--- config.mk ---
export PLATFORM = sky130hd
export DESIGN_NAME = battery_thermistor_monitor
export DESIGN_NICKNAME = d
export VERILOG_FILES = /design/src/hw/thermistor_pkg.sv /design/src/hw/int_pulse_gen.sv /design/src/hw/battery_thermistor_monitor.sv
export SDC_FILE = /design/constraint.sdc
export NUM_CORES = 1
export LEC_CHECK = 0
export ABC_AREA = 0
export BUFFER_PORTS_ARGS = -buffer_cell sky130_fd_sc_hd__buf_2
export CORE_MARGIN = 1.5
export CORE_UTILIZATION = 50
export CTS_BUF_LIST = sky130_fd_sc_hd__clkbuf_8
export DETAILED_ROUTE_END_ITERATION = 10
export PLACE_DENSITY = 0.71
export SYNTH_ARGS = -nofsm -noshare
export SYNTH_HDL_FRONTEND = slang
export SYNTH_SLANG_ARGS = --single-unit
--- constraint.sdc ---
create_clock -name SYS_CLK -period 8.6 [get_ports SYS_CLK]
set_clock_uncertainty 0.05 [all_clocks]
set_input_delay 0.43 -clock SYS_CLK [delete_from_list [all_inputs] [get_ports SYS_CLK]]
set_output_delay 0.43 -clock SYS_CLK [all_outputs]
set_load 0.01 [all_outputs]
--- src/hw/thermistor_pkg.sv ---
package thermistor_pkg;

	// ****************************************
	// timing
	// ****************************************
	localparam int CLK_HZ          = 25_000_000;
	localparam int BIAS_WINDOW_MS  = 25;
	localparam int BIAS_PERIOD_MS  = 225;
	localparam int BIAS_WINDOW_CYC = (CLK_HZ / 1000) * BIAS_WINDOW_MS;
	localparam int BIAS_PERIOD_CYC = (CLK_HZ / 1000) * BIAS_PERIOD_MS;
	localparam int INT_PULSE_US    = 128;
	localparam int INT_PULSE_CYC   = (CLK_HZ / 1_000_000) * INT_PULSE_US;
	localparam int CNT_W           = 23;
	localparam int IPULSE_W        = 12;

	// ****************************************
	// data widths and field positions
	// ****************************************
	localparam int ADC_FULL_SCALE_MV = 1200;
	localparam int CODE_W            = 16;
	localparam int THR_W             = 8;
	localparam int CODE_MSB_POS      = 8;
	localparam int CUR_W             = 8;
	localparam int SCALE_W           = 3;
	localparam int VREG_W            = 8;
	localparam int SLOT_N            = 4;
	localparam int SLOT_SEL_W        = 2;

	// ****************************************
	// thermal profiles
	// ****************************************
	localparam logic [1:0] MODE_FULL    = 2'h0;
	localparam logic [1:0] MODE_HOTCOLD = 2'h1;

	// ****************************************
	// thresholds, 8-bit codes of a 1.2 V scale
	// ****************************************
	typedef struct packed {
		logic [THR_W-1:0] open_lim;
		logic [THR_W-1:0] cold;
		logic [THR_W-1:0] cool;
		logic [THR_W-1:0] warm;
		logic [THR_W-1:0] hot;
	} thr_s;

	// 0.9 V, 0.585 V, 0.514 V, 0.265 V, 0.185 V
	localparam thr_s THR_DEF = '{
		open_lim: 8'hC0,
		cold:     8'h7C,
		cool:     8'h6D,
		warm:     8'h38,
		hot:      8'h27
	};

	typedef enum logic [2:0] {
		REG_NORMAL,
		REG_COOL,
		REG_WARM,
		REG_COLD,
		REG_HOT,
		REG_OPEN
	} region_e;

	typedef struct packed {
		logic open_lim;
		logic cold;
		logic hot;
	} fault_s;

	localparam fault_s FAULT_NONE = '{open_lim: 1'b0, cold: 1'b0, hot: 1'b0};

	// higher voltage means colder pack
	function automatic region_e classify(input logic [THR_W-1:0] code, input thr_s thr);
		region_e r;
		r = REG_NORMAL;
		if (code > thr.open_lim) begin
			r = REG_OPEN;
		end else if (code > thr.cold) begin
			r = REG_COLD;
		end else if (code > thr.cool) begin
			r = REG_COOL;
		end else if (code < thr.hot) begin
			r = REG_HOT;
		end else if (code < thr.warm) begin
			r = REG_WARM;
		end
		return r;
	endfunction

	// fraction (8 - code) / 8, floor keeps it on whole current steps
	function automatic logic [CUR_W-1:0] scale_current(input logic [CUR_W-1:0] cur,
		input logic [SCALE_W-1:0] code);
		logic [11:0] prod;
		prod = 12'(cur) * (12'h008 - 12'(code));
		return prod[10:3];
	endfunction

endpackage

--- src/hw/int_pulse_gen.sv ---
`timescale 1ns/10ps
module int_pulse_gen (
	input  wire logic clk,
	input  wire logic rst_n,
	input  wire logic trig,
	output logic      pulse_n
);
	logic [thermistor_pkg::IPULSE_W-1:0] cnt_r;
	logic [thermistor_pkg::IPULSE_W-1:0] cnt_nxt;
	logic                                pulse_n_r;
	logic                                pulse_n_nxt;

	localparam logic [thermistor_pkg::IPULSE_W-1:0] LEN_C =
		thermistor_pkg::IPULSE_W'(thermistor_pkg::INT_PULSE_CYC);

	// a new event restarts the pulse so none is swallowed
	always_comb begin
		cnt_nxt = cnt_r;
		pulse_n_nxt = pulse_n_r;
		if (trig) begin
			cnt_nxt = LEN_C - 12'h001;
			pulse_n_nxt = 1'b0;
		end else if (cnt_r != 12'h000) begin
			cnt_nxt = cnt_r - 12'h001;
		end else begin
			pulse_n_nxt = 1'b1;
		end
	end

	always_ff @(posedge clk) begin
		if (!rst_n) begin
			cnt_r <= 12'h000;
			pulse_n_r <= 1'b1;
		end else begin
			cnt_r <= cnt_nxt;
			pulse_n_r <= pulse_n_nxt;
		end
	end

	assign pulse_n = pulse_n_r;
endmodule

--- src/hw/battery_thermistor_monitor.sv ---
`timescale 1ns/10ps
// Summary of operation
// bias 25 ms window every 225 ms
// bias sequencing forced on with supply
// full, hot/cold-only or disabled profile
// hot or cold pauses charge and timer
// cool region scales current, rounded down
// warm region uses lowered regulation voltage
// fault pulses interrupt in every profile
// fault flags latch until host read
// sense reading valid with supply or battery
// interrupt on every threshold crossing
// host reloads all thresholds
// open limit disables charging
// codes refer to 1.2 V full scale
// default thresholds per pack table
// compare top eight bits of code
// aux input biased and sampled alike
// aux result lands in chosen slot
// open flag on rising edge, pause held
// region updates only per completed sample
module battery_thermistor_monitor #(
	parameter int WINDOW_CYC = thermistor_pkg::BIAS_WINDOW_CYC,
	parameter int PERIOD_CYC = thermistor_pkg::BIAS_PERIOD_CYC
) (
	input  wire logic                                     SYS_CLK,
	input  wire logic                                     NRST,
	input  wire logic                                     INPUT_SUPPLY,
	input  wire logic                                     BATT_PRESENT,
	input  wire logic                                     BATT_SENSE_EN,
	input  wire logic [1:0]                               THERM_MODE,
	input  wire logic                                     THR_WR,
	input  wire thermistor_pkg::thr_s                     THR_WDATA,
	input  wire logic [thermistor_pkg::CUR_W-1:0]         FAST_CHARGE_CURRENT,
	input  wire logic [thermistor_pkg::SCALE_W-1:0]       COOL_CURRENT_SCALE,
	input  wire logic [thermistor_pkg::VREG_W-1:0]        VBAT_REG_NORMAL,
	input  wire logic [thermistor_pkg::VREG_W-1:0]        COOL_WARM_CHARGE_CTRL,
	input  wire logic                                     AUX_SENSE_EN,
	input  wire logic [thermistor_pkg::SLOT_SEL_W-1:0]    AUX_SLOT_SEL,
	input  wire logic [thermistor_pkg::SLOT_SEL_W-1:0]    SLOT_READ_SEL,
	input  wire logic                                     FLAG_READ,
	input  wire logic                                     ADC_DONE,
	input  wire logic [thermistor_pkg::CODE_W-1:0]        ADC_CODE,
	output logic                                          THERMISTOR_BIAS_CURRENT,
	output logic                                          AUX_BIAS_CURRENT,
	output logic                                          ADC_START,
	output logic                                          ADC_CHAN,
	output thermistor_pkg::thr_s                          THRESHOLDS,
	output thermistor_pkg::region_e                       REGION,
	output logic                                          CHARGE_PAUSE,
	output logic                                          TIMER_HOLD,
	output logic [thermistor_pkg::CUR_W-1:0]              CHARGE_CURRENT,
	output logic [thermistor_pkg::VREG_W-1:0]             VBAT_REG,
	output thermistor_pkg::fault_s                        FAULT_FLAGS,
	output logic                                          INT_N,
	output logic [thermistor_pkg::CODE_W-1:0]             SENSE_CODE,
	output logic                                          SENSE_VALID,
	output logic [thermistor_pkg::CODE_W-1:0]             SLOT_DATA
);
	// ****************************************
	// pin synchronisers
	// ****************************************
	logic [1:0] s1_r;
	logic [1:0] s2_r;
	logic [1:0] s3_r;
	logic [1:0] pins_r;
	logic [1:0] pins_nxt;

	always_comb begin
		for (int i = 0; i < 2; i++) begin
			pins_nxt[i] = (s2_r[i] == s3_r[i]) ? s3_r[i] : pins_r[i];
		end
	end

	always_ff @(posedge SYS_CLK) begin
		if (!NRST) begin
			s1_r <= 2'h0;
			s2_r <= 2'h0;
			s3_r <= 2'h0;
			pins_r <= 2'h0;
		end else begin
			s1_r <= {BATT_PRESENT, INPUT_SUPPLY};
			s2_r <= s1_r;
			s3_r <= s2_r;
			pins_r <= pins_nxt;
		end
	end

	logic supply_ok;
	logic batt_ok;
	logic seq_active;
	assign supply_ok = pins_r[0];
	assign batt_ok = pins_r[1];
	// the enable only matters on battery; with supply it cannot stop bias
	assign seq_active = supply_ok | (batt_ok & BATT_SENSE_EN);

	// ****************************************
	// bias and sample sequencer
	// ****************************************
	typedef enum logic [1:0] {
		SEQ_IDLE,
		SEQ_MAIN,
		SEQ_AUX
	} seq_e;

	localparam logic [thermistor_pkg::CNT_W-1:0] WIN_C =
		thermistor_pkg::CNT_W'(WINDOW_CYC);
	localparam logic [thermistor_pkg::CNT_W-1:0] PER_C =
		thermistor_pkg::CNT_W'(PERIOD_CYC);
	// sample mid-window so the bias has settled on the pin
	localparam logic [thermistor_pkg::CNT_W-1:0] SMP_C =
		thermistor_pkg::CNT_W'(WINDOW_CYC / 2);

	seq_e                               seq_r;
	seq_e                               seq_nxt;
	logic [thermistor_pkg::CNT_W-1:0]   cnt_r;
	logic [thermistor_pkg::CNT_W-1:0]   cnt_nxt;
	logic                               bias_r;
	logic                               bias_nxt;
	logic                               aux_bias_r;
	logic                               aux_bias_nxt;
	logic                               start_r;
	logic                               start_nxt;
	logic                               chan_r;
	logic                               chan_nxt;
	logic                               main_done;
	logic                               aux_done;

	always_comb begin
		seq_nxt = seq_r;
		cnt_nxt = cnt_r;
		start_nxt = 1'b0;
		chan_nxt = chan_r;
		main_done = 1'b0;
		aux_done = 1'b0;
		if (!seq_active) begin
			cnt_nxt = '0;
		end else if (cnt_r >= PER_C - 23'h000001) begin
			cnt_nxt = '0;
		end else begin
			cnt_nxt = cnt_r + 23'h000001;
		end
		bias_nxt = seq_active && (cnt_nxt < WIN_C);
		aux_bias_nxt = bias_nxt && AUX_SENSE_EN;
		case (seq_r)
			SEQ_IDLE: begin
				if (seq_active && cnt_r == SMP_C) begin
					seq_nxt = SEQ_MAIN;
					start_nxt = 1'b1;
					chan_nxt = 1'b0;
				end
			end
			SEQ_MAIN: begin
				if (ADC_DONE) begin
					main_done = 1'b1;
					if (AUX_SENSE_EN) begin
						seq_nxt = SEQ_AUX;
						start_nxt = 1'b1;
						chan_nxt = 1'b1;
					end else begin
						seq_nxt = SEQ_IDLE;
					end
				end
			end
			SEQ_AUX: begin
				if (ADC_DONE) begin
					aux_done = 1'b1;
					seq_nxt = SEQ_IDLE;
					chan_nxt = 1'b0;
				end
			end
			default: begin
				seq_nxt = SEQ_IDLE;
			end
		endcase
	end

	always_ff @(posedge SYS_CLK) begin
		if (!NRST) begin
			seq_r <= SEQ_IDLE;
			cnt_r <= '0;
			bias_r <= 1'b0;
			aux_bias_r <= 1'b0;
			start_r <= 1'b0;
			chan_r <= 1'b0;
		end else begin
			seq_r <= seq_nxt;
			cnt_r <= cnt_nxt;
			bias_r <= bias_nxt;
			aux_bias_r <= aux_bias_nxt;
			start_r <= start_nxt;
			chan_r <= chan_nxt;
		end
	end

	// ****************************************
	// thresholds and region
	// ****************************************
	thermistor_pkg::thr_s    thr_r;
	thermistor_pkg::thr_s    thr_nxt;
	thermistor_pkg::region_e region_r;
	thermistor_pkg::region_e region_nxt;
	thermistor_pkg::fault_s  flags_r;
	thermistor_pkg::fault_s  flags_nxt;
	thermistor_pkg::fault_s  cond_new;
	thermistor_pkg::fault_s  cond_old;
	logic                    region_event;

	always_comb begin
		thr_nxt = THR_WR ? THR_WDATA : thr_r;
		region_nxt = region_r;
		if (main_done) begin
			// codes are 256ths of full scale on a 1.2 V range
			region_nxt = thermistor_pkg::classify(
				ADC_CODE[thermistor_pkg::CODE_W-1:thermistor_pkg::CODE_MSB_POS],
				thr_r); // see see
		end
		region_event = main_done && (region_nxt != region_r);
		cond_new.open_lim = (region_nxt == thermistor_pkg::REG_OPEN);
		cond_new.cold = (region_nxt == thermistor_pkg::REG_COLD);
		cond_new.hot = (region_nxt == thermistor_pkg::REG_HOT);
		cond_old.open_lim = (region_r == thermistor_pkg::REG_OPEN);
		cond_old.cold = (region_r == thermistor_pkg::REG_COLD);
		cond_old.hot = (region_r == thermistor_pkg::REG_HOT);
		// read clears, but a rising condition in that cycle still sets
		flags_nxt = FLAG_READ ? thermistor_pkg::FAULT_NONE : flags_r;
		flags_nxt = flags_nxt | (cond_new & ~cond_old); // see
	end

	always_ff @(posedge SYS_CLK) begin
		if (!NRST) begin
			thr_r <= thermistor_pkg::THR_DEF;
			region_r <= thermistor_pkg::REG_NORMAL;
			flags_r <= thermistor_pkg::FAULT_NONE;
		end else begin
			thr_r <= thr_nxt;
			region_r <= region_nxt;
			flags_r <= flags_nxt;
		end
	end

	// ****************************************
	// charge control
	// ****************************************
	logic                                 pause_r;
	logic                                 pause_nxt;
	logic                                 hold_r;
	logic                                 hold_nxt;
	logic [thermistor_pkg::CUR_W-1:0]     cur_r;
	logic [thermistor_pkg::CUR_W-1:0]     cur_nxt;
	logic [thermistor_pkg::VREG_W-1:0]    vreg_r;
	logic [thermistor_pkg::VREG_W-1:0]    vreg_nxt;
	logic                                 prof_on;
	logic                                 prof_full;
	logic                                 hot_cold;

	always_comb begin
		prof_full = (THERM_MODE == thermistor_pkg::MODE_FULL);
		prof_on = prof_full || (THERM_MODE == thermistor_pkg::MODE_HOTCOLD);
		hot_cold = (region_r == thermistor_pkg::REG_HOT) ||
			(region_r == thermistor_pkg::REG_COLD);
		hold_nxt = prof_on && hot_cold;
		// an open pin stops charging whatever the profile
		pause_nxt = hold_nxt || (region_r == thermistor_pkg::REG_OPEN); // see
		cur_nxt = FAST_CHARGE_CURRENT;
		if (prof_full && region_r == thermistor_pkg::REG_COOL) begin
			cur_nxt = thermistor_pkg::scale_current(FAST_CHARGE_CURRENT,
				COOL_CURRENT_SCALE);
		end
		vreg_nxt = VBAT_REG_NORMAL;
		if (prof_full && region_r == thermistor_pkg::REG_WARM) begin
			vreg_nxt = COOL_WARM_CHARGE_CTRL;
		end
	end

	always_ff @(posedge SYS_CLK) begin
		if (!NRST) begin
			pause_r <= 1'b0;
			hold_r <= 1'b0;
			cur_r <= '0;
			vreg_r <= '0;
		end else begin
			pause_r <= pause_nxt;
			hold_r <= hold_nxt;
			cur_r <= cur_nxt;
			vreg_r <= vreg_nxt;
		end
	end

	// ****************************************
	// readings and data slots
	// ****************************************
	logic [thermistor_pkg::CODE_W-1:0] sense_r;
	logic [thermistor_pkg::CODE_W-1:0] sense_nxt;
	logic                              got_r;
	logic                              got_nxt;
	logic                              valid_r;
	logic                              valid_nxt;
	logic [thermistor_pkg::CODE_W-1:0] slot_r [thermistor_pkg::SLOT_N];
	logic [thermistor_pkg::CODE_W-1:0] slot_nxt [thermistor_pkg::SLOT_N];
	logic [thermistor_pkg::CODE_W-1:0] sdata_r;
	logic [thermistor_pkg::CODE_W-1:0] sdata_nxt;

	always_comb begin
		sense_nxt = main_done ? ADC_CODE : sense_r;
		got_nxt = got_r | main_done;
		valid_nxt = got_nxt && (supply_ok || batt_ok);
		for (int i = 0; i < thermistor_pkg::SLOT_N; i++) begin
			slot_nxt[i] = slot_r[i];
		end
		if (aux_done) begin
			slot_nxt[AUX_SLOT_SEL] = ADC_CODE;
		end
		sdata_nxt = slot_r[SLOT_READ_SEL];
	end

	always_ff @(posedge SYS_CLK) begin
		if (!NRST) begin
			sense_r <= '0;
			got_r <= 1'b0;
			valid_r <= 1'b0;
			sdata_r <= '0;
			for (int i = 0; i < thermistor_pkg::SLOT_N; i++) begin
				slot_r[i] <= '0;
			end
		end else begin
			sense_r <= sense_nxt;
			got_r <= got_nxt;
			valid_r <= valid_nxt;
			sdata_r <= sdata_nxt;
			for (int i = 0; i < thermistor_pkg::SLOT_N; i++) begin
				slot_r[i] <= slot_nxt[i];
			end
		end
	end

	// ****************************************
	// interrupt pulse
	// ****************************************
	// fault entries are region changes too, so one trigger serves both
	int_pulse_gen u_int (
		.clk     (SYS_CLK),
		.rst_n   (NRST),
		.trig    (region_event),
		.pulse_n (INT_N)
	); // see

	assign THERMISTOR_BIAS_CURRENT = bias_r;
	assign AUX_BIAS_CURRENT = aux_bias_r;
	assign ADC_START = start_r;
	assign ADC_CHAN = chan_r;
	assign THRESHOLDS = thr_r;
	assign REGION = region_r;
	assign CHARGE_PAUSE = pause_r;
	assign TIMER_HOLD = hold_r;
	assign CHARGE_CURRENT = cur_r;
	assign VBAT_REG = vreg_r;
	assign FAULT_FLAGS = flags_r;
	assign SENSE_CODE = sense_r;
	assign SENSE_VALID = valid_r;
	assign SLOT_DATA = sdata_r;
endmodule

==> results of run 1 <==
## cell usage in the layout (no fill, tap or decap), types with 3 or more instances in the layout
| master | instances |
|---|---|
| mux4_2 | 16 |
| or3_1 | 4 |
| a21oi_1 | 39 |
| a31oi_1 | 5 |
| inv_1 | 86 |
| buf_2 | 198 |
| and2_1 | 55 |
| o21ai_1 | 14 |
| a21boi_0 | 34 |
| nand2b_1 | 4 |
| or2_2 | 3 |
| dfxtp_1 | 212 |
| nor2b_1 | 75 |
| clkbuf_8 | 48 |
| nor2_1 | 50 |
| a21boi_1 | 15 |
| nor3_1 | 13 |
| nand4_1 | 15 |
| a21o_1 | 4 |
| nand3b_1 | 8 |
| mux2i_1 | 68 |
| o21a_1 | 6 |
| nand3_1 | 31 |
| o211ai_1 | 23 |
| ha_1 | 62 |
| o21ai_0 | 24 |
| fa_1 | 11 |
| nand2_1 | 160 |
| xor2_1 | 21 |
| nor3b_1 | 5 |
| xnor2_1 | 18 |
| buf_4 | 8 |
## cell type report
| class | count | area, um2 |
|---|---|---|
| diodes | 1 | 2.50 |
| clock buffers | 48 | 661 |
| clock inverters | 17 | 103 |
| fillers | 1904 | 8400 |
| inverters | 75 | 282 |
| multi-input cells | 836 | 6000 |
| flip-flops and latches | 212 | 4240 |
| well taps | 275 | 344 |
| repair buffers | 206 | 1050 |
## per-layer routing
metal / up-vias / share of wire [%] / track usage [%]
li1: 4395 / - / -
met2: 232 / 46 / 36.7
met4: 0 / 1.9 / 7.25
met3: 36 / 7.0 / 6.31
met5: - / 0 / 0
met1: 4031 / 45 / 29.5
## power groups by stage
stage,Combinational (uW),Clock [uW],Sequential [uW]
after floorplan,149,0,1040
after global placement,236,0,1030
after detailed placement,240,0,1030
after CTS,242,968,1010
after global routing,272,1020,1010
final,240,939,1010
## path summary, 6_finish.rpt
path	slack (ns)	start	end	cells past startpoint
hold / removal	0.05	BATT_PRESENT	s1_r[1]	2
setup reg to reg	5.67	cnt_r[3]	AUX_BIAS_CURRENT	8
hold reg to reg	0.38	s1_r[0]	s2_r[0]	1
setup / recovery	4.50	COOL_CURRENT_SCALE[0]	CHARGE_CURRENT[7]	17
## flip-flops by register name (all words and copies together) (netlist names), 2 cells and up
signal and cells:
CHARGE_CURRENT 8, FAULT_FLAGS 3, REGION 3, SENSE_CODE 16, SLOT_DATA 16, THRESHOLDS 40, VBAT_REG 8, cnt_r 23
pins_r 2, s1_r 2, s2_r 2, s3_r 2, seq_r 2, slot_r 64, u_int.cnt_r 12
## through the flow
stage                     power (uW)  util [%]
after floorplan                 1190         -
after global placement          1270      56.5
after detailed placement        1270      56.5
after CTS                       2220      60.1
after global routing            2300      60.1
final                           2190      60.2
## cells by family after synthesis
group | synth area share, %
compound gates | 12.1
xor+xnor | 3.17
fa+ha+maj | 9.23
buf+inv | 5.18
flops | 39.3
mux | 9.65
simple gates | 21.4
==> summary.txt, run 1 <==
CTS
  • Num Clock Sinks: 212
  • Clock Tree Buf Depth: 3
  • Post-cts gate resize count: 0
  • Clock Latency Late Sink: 0.54 ns
  • CTS tree: yes
  • Hold_buf cts: 0
  • Postcts setup bufs: 0
  • CTS H-tree lvls: 2
  • Root buffer selected by CTS: clkbuf_8
  • CTS Buf Count: 38
  • Clk slew on worst S/H paths: about 0.050 ns

Critical path
  • Worst path max stage delay: 0.72 ns
  • Crit start category: input pin
  • CP Class: in2reg
  • Worst Path Buf+Inv: 3
  • Worst EP arrival: 4.50 ns
  • CP Capture Type: flip-flop
  • CP max-delay cell: nor3_1
  • Worst-path cell chain: buf_2 > nor3_1 > and2_1 > ha_1 > inv_1 > fa_1 > fa_1 > inv_1 > ha_1 > a21o_1 > a21o_1 > a21oi_1 > o21ai_0 > a21oi_1 > xnor2_1 > a21oi_1 > o22ai_1
  • CP dominant cell by count: a21oi_1
  • Top cell family by delay on the critical path: adder cells
  • Crit Path Max Fanout: 9
  • Required @ worst endpoint: 9.00 ns

Global route
  • GR Overflow Total: 0
  • GR Util All Layers: 22.8%
  • Vias in the first global route: 8289
  • Largest net degree at the start of global routing: 125
  • First-pass GRT wire length: 41100 um
  • Initial antenna violation count: 1

Final layout
  • Non-filler instance count after layout: 1670
  • Layout Nets: 1540
  • Design area: around 13000 um2
  • Area Overhead vs Synth: 17.6%
  • Share of cells above drive strength 1: roughly a fifth

Power and ir drop
  • Flop pwr share: 46.1%
  • Comb pwr share: 11.0%
  • Internal power: approximately 1600 uW
  • Sw Ratio: 25.3%
  • Psw: 553 uW
  • Worst ir drop on vdd: 0.124 mV
  • Clk pwr share: between 40% and 50%
  • Leak Pwr: 0.00567 uW
  • PwrDens: about 170 nW/um2

Hold path
  • Hold Path Class: in2reg

Synthesis
  • Post-synth EDFFs: 0
  • Top_reg_cell synth: dfxtp_1
  • Post-synth cell types: 73
  • Synth top cells by count: dfxtp_1, nand2_1, nor2b_1, inv_1, mux2i_1
  • Ys async rst share: 0%
  • Mapped cell area: 10800 um2
  • Post-Syn Instances: 1191
  • Yosys Warn Count: 0
  • Synth Net Count: 1362
  • Most frequent cell after synthesis: dfxtp_1
  • Synthesis-stage register bit count: 212
  • Post-synthesis sequential area ratio: 39.3%
  • Yosys top cell area share: 39.3%
  • Synth area leaders: dfxtp_1, ha_1, mux2i_1, nand2_1, nor2b_1
  • Synth area leader: dfxtp_1
  • Syn avg cell area: 9.06 um2

Detailed routing
  • Total wire length: 25500 um
  • Starting DRT DRC Count: 439
  • DR vias: ~8700
  • Drt wl/cell: 15.2 um
  • DRC viols: 0
  • 1st-pass router iterations: 5
  • Post-DRT Antenna Nets: 0
  • Drt via density: about 5.2

STA
  • Setup TNS: 0 ns
  • Worst Tran Pin Value: 1.20 ns
  • Fin crit share: a little under half
  • Max_slew headroom: 20.1%
  • Fin Hold WS: 0.0526 ns
  • Max Transition Viols Final: 0
  • Hold Vio Cnt, Final: 0
  • Min setup slack post-route: 4.50 ns
  • RSZ-0062 raised after global routing: false
  • Fmax: ~240 MHz
  • Tmin final: 4.10 ns
  • Final setup violation count: 0

Outcome
  • Outcome: finished, final reports clean

Placed design
  • Pre-CTS setup slack: 4.03 ns
  • Placed Instances: 1604
  • Number of port buffers: between 150 and 200
  • Hpwl dp: 17600 um
  • Instance area at placement: 11900 um2
  • Routability cong.: 0.845

Floorplanning
  • I/O pin total: 200
  • FP Rows: 53
  • Overall die width: 150 um
  • Total core area: 21100 um2
  • DIE AREA: 22500 um2
  • Initial Util: ~51%
  • Die Ht: between 100 and 150 um

Run
  • Max-cap viol count: 0
(Power assumes the default switching activity.)
==> inputs of run 2 (changes only) <==
- ABC_AREA: 0 -> 1
- clock period: 8.6 -> 4.18 ns (I/O delays scaled with it)
==> summary.txt, run 2 <==
Critical path
  • CP max-delay cell: fa_1
  • Worst EP arrival: 3.98 ns (-0.52 ns)
  • CP dominant cell by count: nand2_1
  • Crit Path Max Fanout: 8 (-1)
  • Worst-path cell chain: buf_2 > inv_1 > ha_1 > xor2_1 > buf_4 > nor2_1 > ha_1 > inv_1 > fa_1 > fa_1 > inv_1 > ha_1 > nand3_1 > nand2_1 > nand2_1 > nand2_1 > a21oi_1 > nor2_1 > o21ai_0 > nand2_1 > xor2_1 > a21oi_1
  • Required @ worst endpoint: 4.58 ns (-4.42 ns)
  • Crit start category: input pin
  • Worst path max stage delay: 0.54 ns (-0.18 ns)
  • Critical Path Source: COOL_CURRENT_SCALE[0]
  • RR Startpoint: seq_r[0]
  • CP Capture Type: flip-flop
  • CP Class: in2reg

Floorplanning
  • Die Ht: 147 um (-1.6%)
  • DIE AREA: 21700 um2 (-3.2%)
  • FP Rows: 52 (-1.9%)
  • Overall die width: 147 um (-1.6%)
  • Initial Util: 51.2% (+0.078 points)
  • Total core area: 20400 um2 (-3.4%)
  • I/O pin total: 200 (unchanged)

Placed design
  • Pre-CTS setup slack: 0.0963 ns (-3.93 ns)
  • Placed Instances: 1836 (+14%)
  • Number of port buffers: 199 (unchanged)
  • Hpwl dp: 18900 um (+7.6%)
  • Routability cong.: 0.873 (+3.3%)

Final layout
  • Non-filler instance count after layout: 1965 (+18%)
  • Layout Nets: 1853 (+20%)
  • Area Overhead vs Synth: 24.4%
  • FF+latch area: 4240 um2 (unchanged)
  • Fillers: 1827 (-4.0%)
  • Largest reg by FF count: slot_r
  • Share of cells above drive strength 1: 16.6% (-4.5 points)
  • Commonest non-fill, non-tap cells in the layout: nor2_1, dfxtp_1, inv_1
  • Commonest non-fill, non-tap cell in the layout: nor2_1
  • Largest register FFs: 64 (unchanged)
  • Multi-input logic area: 5200 um2 (-13%)
  • Diodes inserted: 0 (-1)

STA
  • Tmin final: 3.58 ns
  • Max Transition Viols Final: 0 (unchanged)
  • RSZ-0062 raised after global routing: false
  • Final setup violation count: 0 (unchanged)
  • Max_slew headroom: 20.0% (-0.15 points)
  • Fin crit share: 85.7%
  • Min setup slack post-route: 0.598 ns (-3.90 ns)
  • Fmax: 279 MHz
  • Hold Vio Cnt, Final: 0 (unchanged)
  • Setup TNS: 0 ns (unchanged)
  • Worst Tran Pin Value: 1.20 ns (+0.000964 ns)

Global route
  • GR Util All Layers: 26.5% (+3.8 points)
  • First-pass GRT wire length: 47500 um (+16%)
  • Largest net degree at the start of global routing: 104 (-17%)
  • GR Overflow Total: 0 (unchanged)
  • Initial antenna violation count: 0 (-1)
  • Vias in the first global route: 9890 (+19%)

CTS
  • Root buffer selected by CTS: clkbuf_8
  • CTS tree: yes
  • Clock Latency Late Sink: 0.53 ns (about the same)
  • Clk slew on worst S/H paths: 0.06 ns (about the same)
  • Clock Tree Buf Depth: 3 (unchanged)
  • Num Clock Sinks: 212 (unchanged)
  • CTS Buf Count: 36 (-5.3%)
  • CTS H-tree lvls: 2 (unchanged)
  • Post-cts gate resize count: 0 (unchanged)

Power and ir drop
  • Worst ir drop on vdd: 0.206 mV (+66%)
  • Leak Pwr: 0.00637 uW (+12%)
  • PwrDens: 370 nW/um2 (+110%)
  • Total Power: 4800 uW (+120%)

Detailed routing
  • DR vias: 10100 (+17%)
  • 1st-pass router iterations: 5 (unchanged)
  • Post-DRT Antenna Nets: 0 (unchanged)
  • Total wire length: 28700 um (+13%)
  • Drt wl/cell: 14.6 um (-4.1%)
  • DRC viols: 0 (unchanged)
  • Drt via density: 5.16 (-0.93%)
  • Starting DRT DRC Count: 740 (+69%)

Synthesis
  • Synth top cells by count: nor2_1, dfxtp_1, inv_1, nand2_1, o21ai_0
  • Synthesis-stage register bit count: 212 (unchanged)
  • Post-synth EDFFs: 0 (unchanged)
  • Yosys Warn Count: 0 (unchanged)
  • Synth Net Count: 1588 (+17%)
  • Ys async rst share: 0% (unchanged)
  • Post-synthesis sequential area ratio: 40.7% (+1.3 points)
  • Most frequent cell after synthesis: nor2_1
  • Top_reg_cell synth: dfxtp_1
  • Syn avg cell area: 7.37 um2 (-19%)
  • Yosys top cell area share: 40.7% (+1.3 points)
  • Synth area leader: dfxtp_1
  • Post-Syn Instances: 1417 (+19%)
  • Mapped cell area: 10400 um2 (-3.3%)
  • Post-synth cell types: 43 (-41%)
  • Synth area leaders: dfxtp_1, nor2_1, o21ai_0, ha_1, inv_1

Outcome
  • Outcome: finished, final reports clean

Hold path
  • Hold Startpoint: ADC_CODE[13]
  • Hold Path Class: in2reg

Run
  • Max-cap viol count: 0 (unchanged)
==> run 2: layer usage <==
metal	track usage [%]	vias to the layer above	routed length [um]
met5	0	-	0
met4	11.4	0	987
met3	4.97	80	1750
met2	46.0	332	13800
met1	32.2	4620	12200
li1	-	5103	-
==> run 2: cells by family (layout without fill, tap and decap cells) <==
group | after synthesis | count (layout) | synth area share, %
AND/OR/NAND/NOR | 496 | 496 | 20.3
AO/OA/AOI/OAI | 342 | 342 | 17.2
XOR/XNOR | 31 | 31 | 2.75
adder cells (fa/ha/maj) | 73 | 73 | 9.54
flip-flops | 212 | 212 | 40.7
buffers and inverters | 263 | 541 | 9.54
==> run 2: path summary, 6_finish.rpt <==
check / to / slack [ns] / cells after the start
setup / recovery: CHARGE_CURRENT[7] / 0.60 / 22
hold / removal: slot_r[2][13] / 0.03 / 3
setup reg to reg: FAULT_FLAGS[0] / 1.55 / 7
hold reg to reg: s2_r[0] / 0.36 / 2
==> run 2: report_power, final <==
group | internal (uW) | leakage, uW | switching, uW | total, uW
clock | 846 | 0.000339 | 791 | 1640
sequential | 2120 | 0.00173 | 69.4 | 2190
combinational | 421 | 0.00430 | 556 | 978
total | 3390 | 0.00637 | 1420 | 4800
==> run 2: what timing repair did <==
item | CTS | global route
buffers inserted | 0 | 0
endpoints found under the hold margin | 104 | 0
hold buffers | 78 | 0
==> run 2: worst max-delay path: cells and delay by family <==
| family | cells | cell delay, ns |
|---|---|---|
| compound gates | 3 | 0.46 |
| simple gates | 7 | 0.50 |
| fa+ha+maj | 5 | 1.87 |
| buf+inv | 5 | 0.53 |
| xor+xnor | 2 | 0.39 |
==> run 2: cell type report <==
cell class,count,area share (%)
clock buffer,39,4.13
clock inverter,12,0.472
inverter,206,5.96
multi-input combinational,942,40.0
sequential,212,32.7
tap,270,2.60
timing repair buffer,284,14.1
==> run 2: metrics by stage <==
stage | hold slack (ns) | utilization (%) | instance area, um2
floorplan | 0.257 | - | 10400
global placement | 0.347 | 57.0 | 11600
detailed placement | 0.349 | 57.0 | 11600
CTS | 0.000180 | 63.7 | 13000
global route | 0.0291 | 63.7 | 13000
finish | 0.0282 | 63.7 | 13000
==> inputs of run 3 (changes only) <==
- ABC_AREA: 1 -> unset
- REMOVE_ABC_BUFFERS: unset -> 1
==> summary.txt, run 3 (synthesis results as in run 1) <==
Global route
  • GR Util All Layers: 24.0% (-2.6 points)
  • Global Route met2 Usage: 41.4% (-4.6 points)
  • Met3 usage: 3.66% (-1.3 points)
  • First-pass GRT wire length: 43400 um (-8.5%)
  • Initial antenna violation count: 0 (unchanged)
  • Largest net degree at the start of global routing: 101 (-2.9%)
  • GR peak layer: met2
  • Met1 GRT Util: 29.3% (-2.9 points)
  • Vias in the first global route: 9078 (-8.2%)
  • GR Overflow Total: 0 (unchanged)

Floorplanning
  • I/O pin total: 200 (unchanged)
  • Total core area: 21100 um2 (+3.6%)
  • Overall die width: 150 um (+1.6%)
  • FP Rows: 53 (+1.9%)
  • Initial Util: 51.2% (-0.078 points)
  • Die Ht: 150 um (+1.6%)
  • DIE AREA: 22500 um2 (+3.3%)

Detailed routing
  • DR vias: 9129 (-9.9%)
  • DRC viols: 0 (unchanged)
  • Starting DRT DRC Count: 422 (-43%)
  • Drt wl/cell: 15.5 um (+6.0%)
  • 1st-pass router iterations: 4 (-1)
  • Total wire length: 27200 um (-5.2%)
  • Drt via density: 5.19 (+0.68%)
  • Post-DRT Antenna Nets: 0 (unchanged)

Final layout
  • Commonest non-fill, non-tap cell in the layout: dfxtp_1
  • Share of cells above drive strength 1: 20.7% (+4.1 points)
  • Area Overhead vs Synth: 25.9%
  • Layout Nets: 1624 (-12%)
  • Diodes inserted: 0 (unchanged)
  • Largest reg by FF count: slot_r
  • Largest register FFs: 64 (unchanged)
  • Design area: 13600 um2 (+4.6%)
  • Commonest non-fill, non-tap cells in the layout: dfxtp_1, buf_2, nand2_1

Power and ir drop
  • Worst ir drop on vdd: 0.249 mV (+21%)
  • Leak Pwr: 0.00605 uW (-5.1%)
  • Total Power: 4690 uW (-2.5%)
  • PwrDens: 345 nW/um2 (-6.8%)

Run
  • Max-cap viol count: 0 (unchanged)

CTS
  • Clock Tree Buf Depth: 3 (unchanged)
  • Postcts setup bufs: 0 (unchanged)
  • Post-cts gate resize count: 0 (unchanged)
  • Root buffer selected by CTS: clkbuf_8
  • CTS H-tree lvls: 2 (unchanged)
  • Num Clock Sinks: 212 (unchanged)
  • CTS tree: yes
  • CTS Buf Count: 38 (+5.6%)
  • Hold_buf cts: 80 (+2.6%)
  • Clock Latency Late Sink: 0.53 ns (about the same)
  • Clk slew on worst S/H paths: 0.06 ns (about the same)

STA
  • Tmin final: 3.73 ns (+0.147 ns)
  • RSZ-0062 raised after global routing: false
  • Max_slew headroom: 35.8% (+16 points)
  • Max Transition Viols Final: 0 (unchanged)
  • Worst Tran Pin Value: 0.961 ns (-0.238 ns)
  • Fin crit share: 89.2% (+3.5 points)
  • Hold Vio Cnt, Final: 0 (unchanged)
  • Fin Hold WS: 0.0161 ns (-0.0121 ns)
  • Final setup violation count: 0 (unchanged)
  • Fmax: 268 MHz (-4.0%)
  • Setup TNS: 0 ns (unchanged)

Critical path
  • Worst EP arrival: 4.13 ns (+0.15 ns)
  • Required @ worst endpoint: 4.58 ns (about the same)
  • CP dominant cell by count: a21oi_1
  • RR Startpoint: cnt_r[0]
  • Crit Path Max Fanout: 5 (-3)
  • Reg2reg end: AUX_BIAS_CURRENT
  • CP endpoint: CHARGE_CURRENT[7]
  • Worst path max stage delay: 0.55 ns (about the same)
  • Stages on the worst setup path: 17 (-23%)
  • Worst Path Buf+Inv: 4 (-1)
  • CP Capture Type: flip-flop
  • Crit start category: input pin
  • CP Class: in2reg
  • R2r setup slk: 1.23 ns (-0.32 ns)
  • Worst-path cell chain: dlygate4sd3_1 > buf_2 > and2_1 > ha_1 > inv_1 > fa_1 > fa_1 > inv_1 > ha_1 > a21o_1 > a21o_1 > a21oi_1 > o21ai_0 > a21oi_1 > xnor2_1 > a21oi_1 > o22ai_1
  • CP max-delay cell: fa_1
  • Critical Path Source: FAST_CHARGE_CURRENT[1]
  • FF-to-FF path depth: 9 (+2)
  • Top cell family by delay on the critical path: adder cells

Placed design
  • Number of port buffers: 199 (unchanged)
  • Hpwl dp: 17800 um (-5.7%)
  • Instance area at placement: 12000 um2 (+3.1%)
  • Routability cong.: 0.859 (-1.6%)

Outcome
  • Outcome: finished, final reports clean

Hold path
  • Hold Path Class: in2reg
[run 3: worst min path at each step]
stage                     slack [ns]  cells after the start         start            end
after global routing            0.03                      3   ADC_CODE[9]   slot_r[0][9]
after CTS                      0.001                      3   ADC_CODE[9]   slot_r[0][9]
final                           0.02                      3   ADC_CODE[9]   slot_r[0][9]
after detailed placement        0.37                      1       s1_r[0]        s2_r[0]
after global placement          0.37                      2  BATT_PRESENT        s1_r[1]
after floorplan                 0.22                      1          NRST  THRESHOLDS[0]
[run 3: cell type report]
cell class / count / area (um2)
sequential: 212 / 4240
tap: 275 / 344
inverter: 75 / 282
multi-input combinational: 836 / 5990
fill: 1801 / 7510
timing repair buffer: 290 / 1890
clock buffer: 51 / 702
clock inverter: 19 / 121
[run 3: through the flow]
stage / utilization, % / instances / worst slack, ns
6_report: 64.4 / 1758 / 0.451
5_1_grt: 64.4 / 1758 / 0.257
4_1_cts: 64.4 / 1758 / 0.476
3_5_place_dp: 56.7 / 1608 / 0.0429
3_3_place_gp: 56.7 / 1608 / 0.117
2_1_floorplan: - / 1123 / 0.412
[run 3: routing by layer]
metal,share of wire (%),vias up
met1,44,4257
met3,3.7,79
met5,0,-
met2,48,212
li1,-,4581
met4,3.7,0
[run 3: report_power, final]
group | switching (uW) | internal (uW)
logic | 299 | 270
clock network | 877 | 1160
registers | 22.0 | 2060
total | 1200 | 3490
[run 3: worst reg2reg max path, delay by kind of cell (launching register included)]
kind	cells	cell delay, ns
fa+ha+maj	1	0.32
simple gates	5	1.52
compound gates	2	0.43
mux	1	0.17
flops	1	0.39
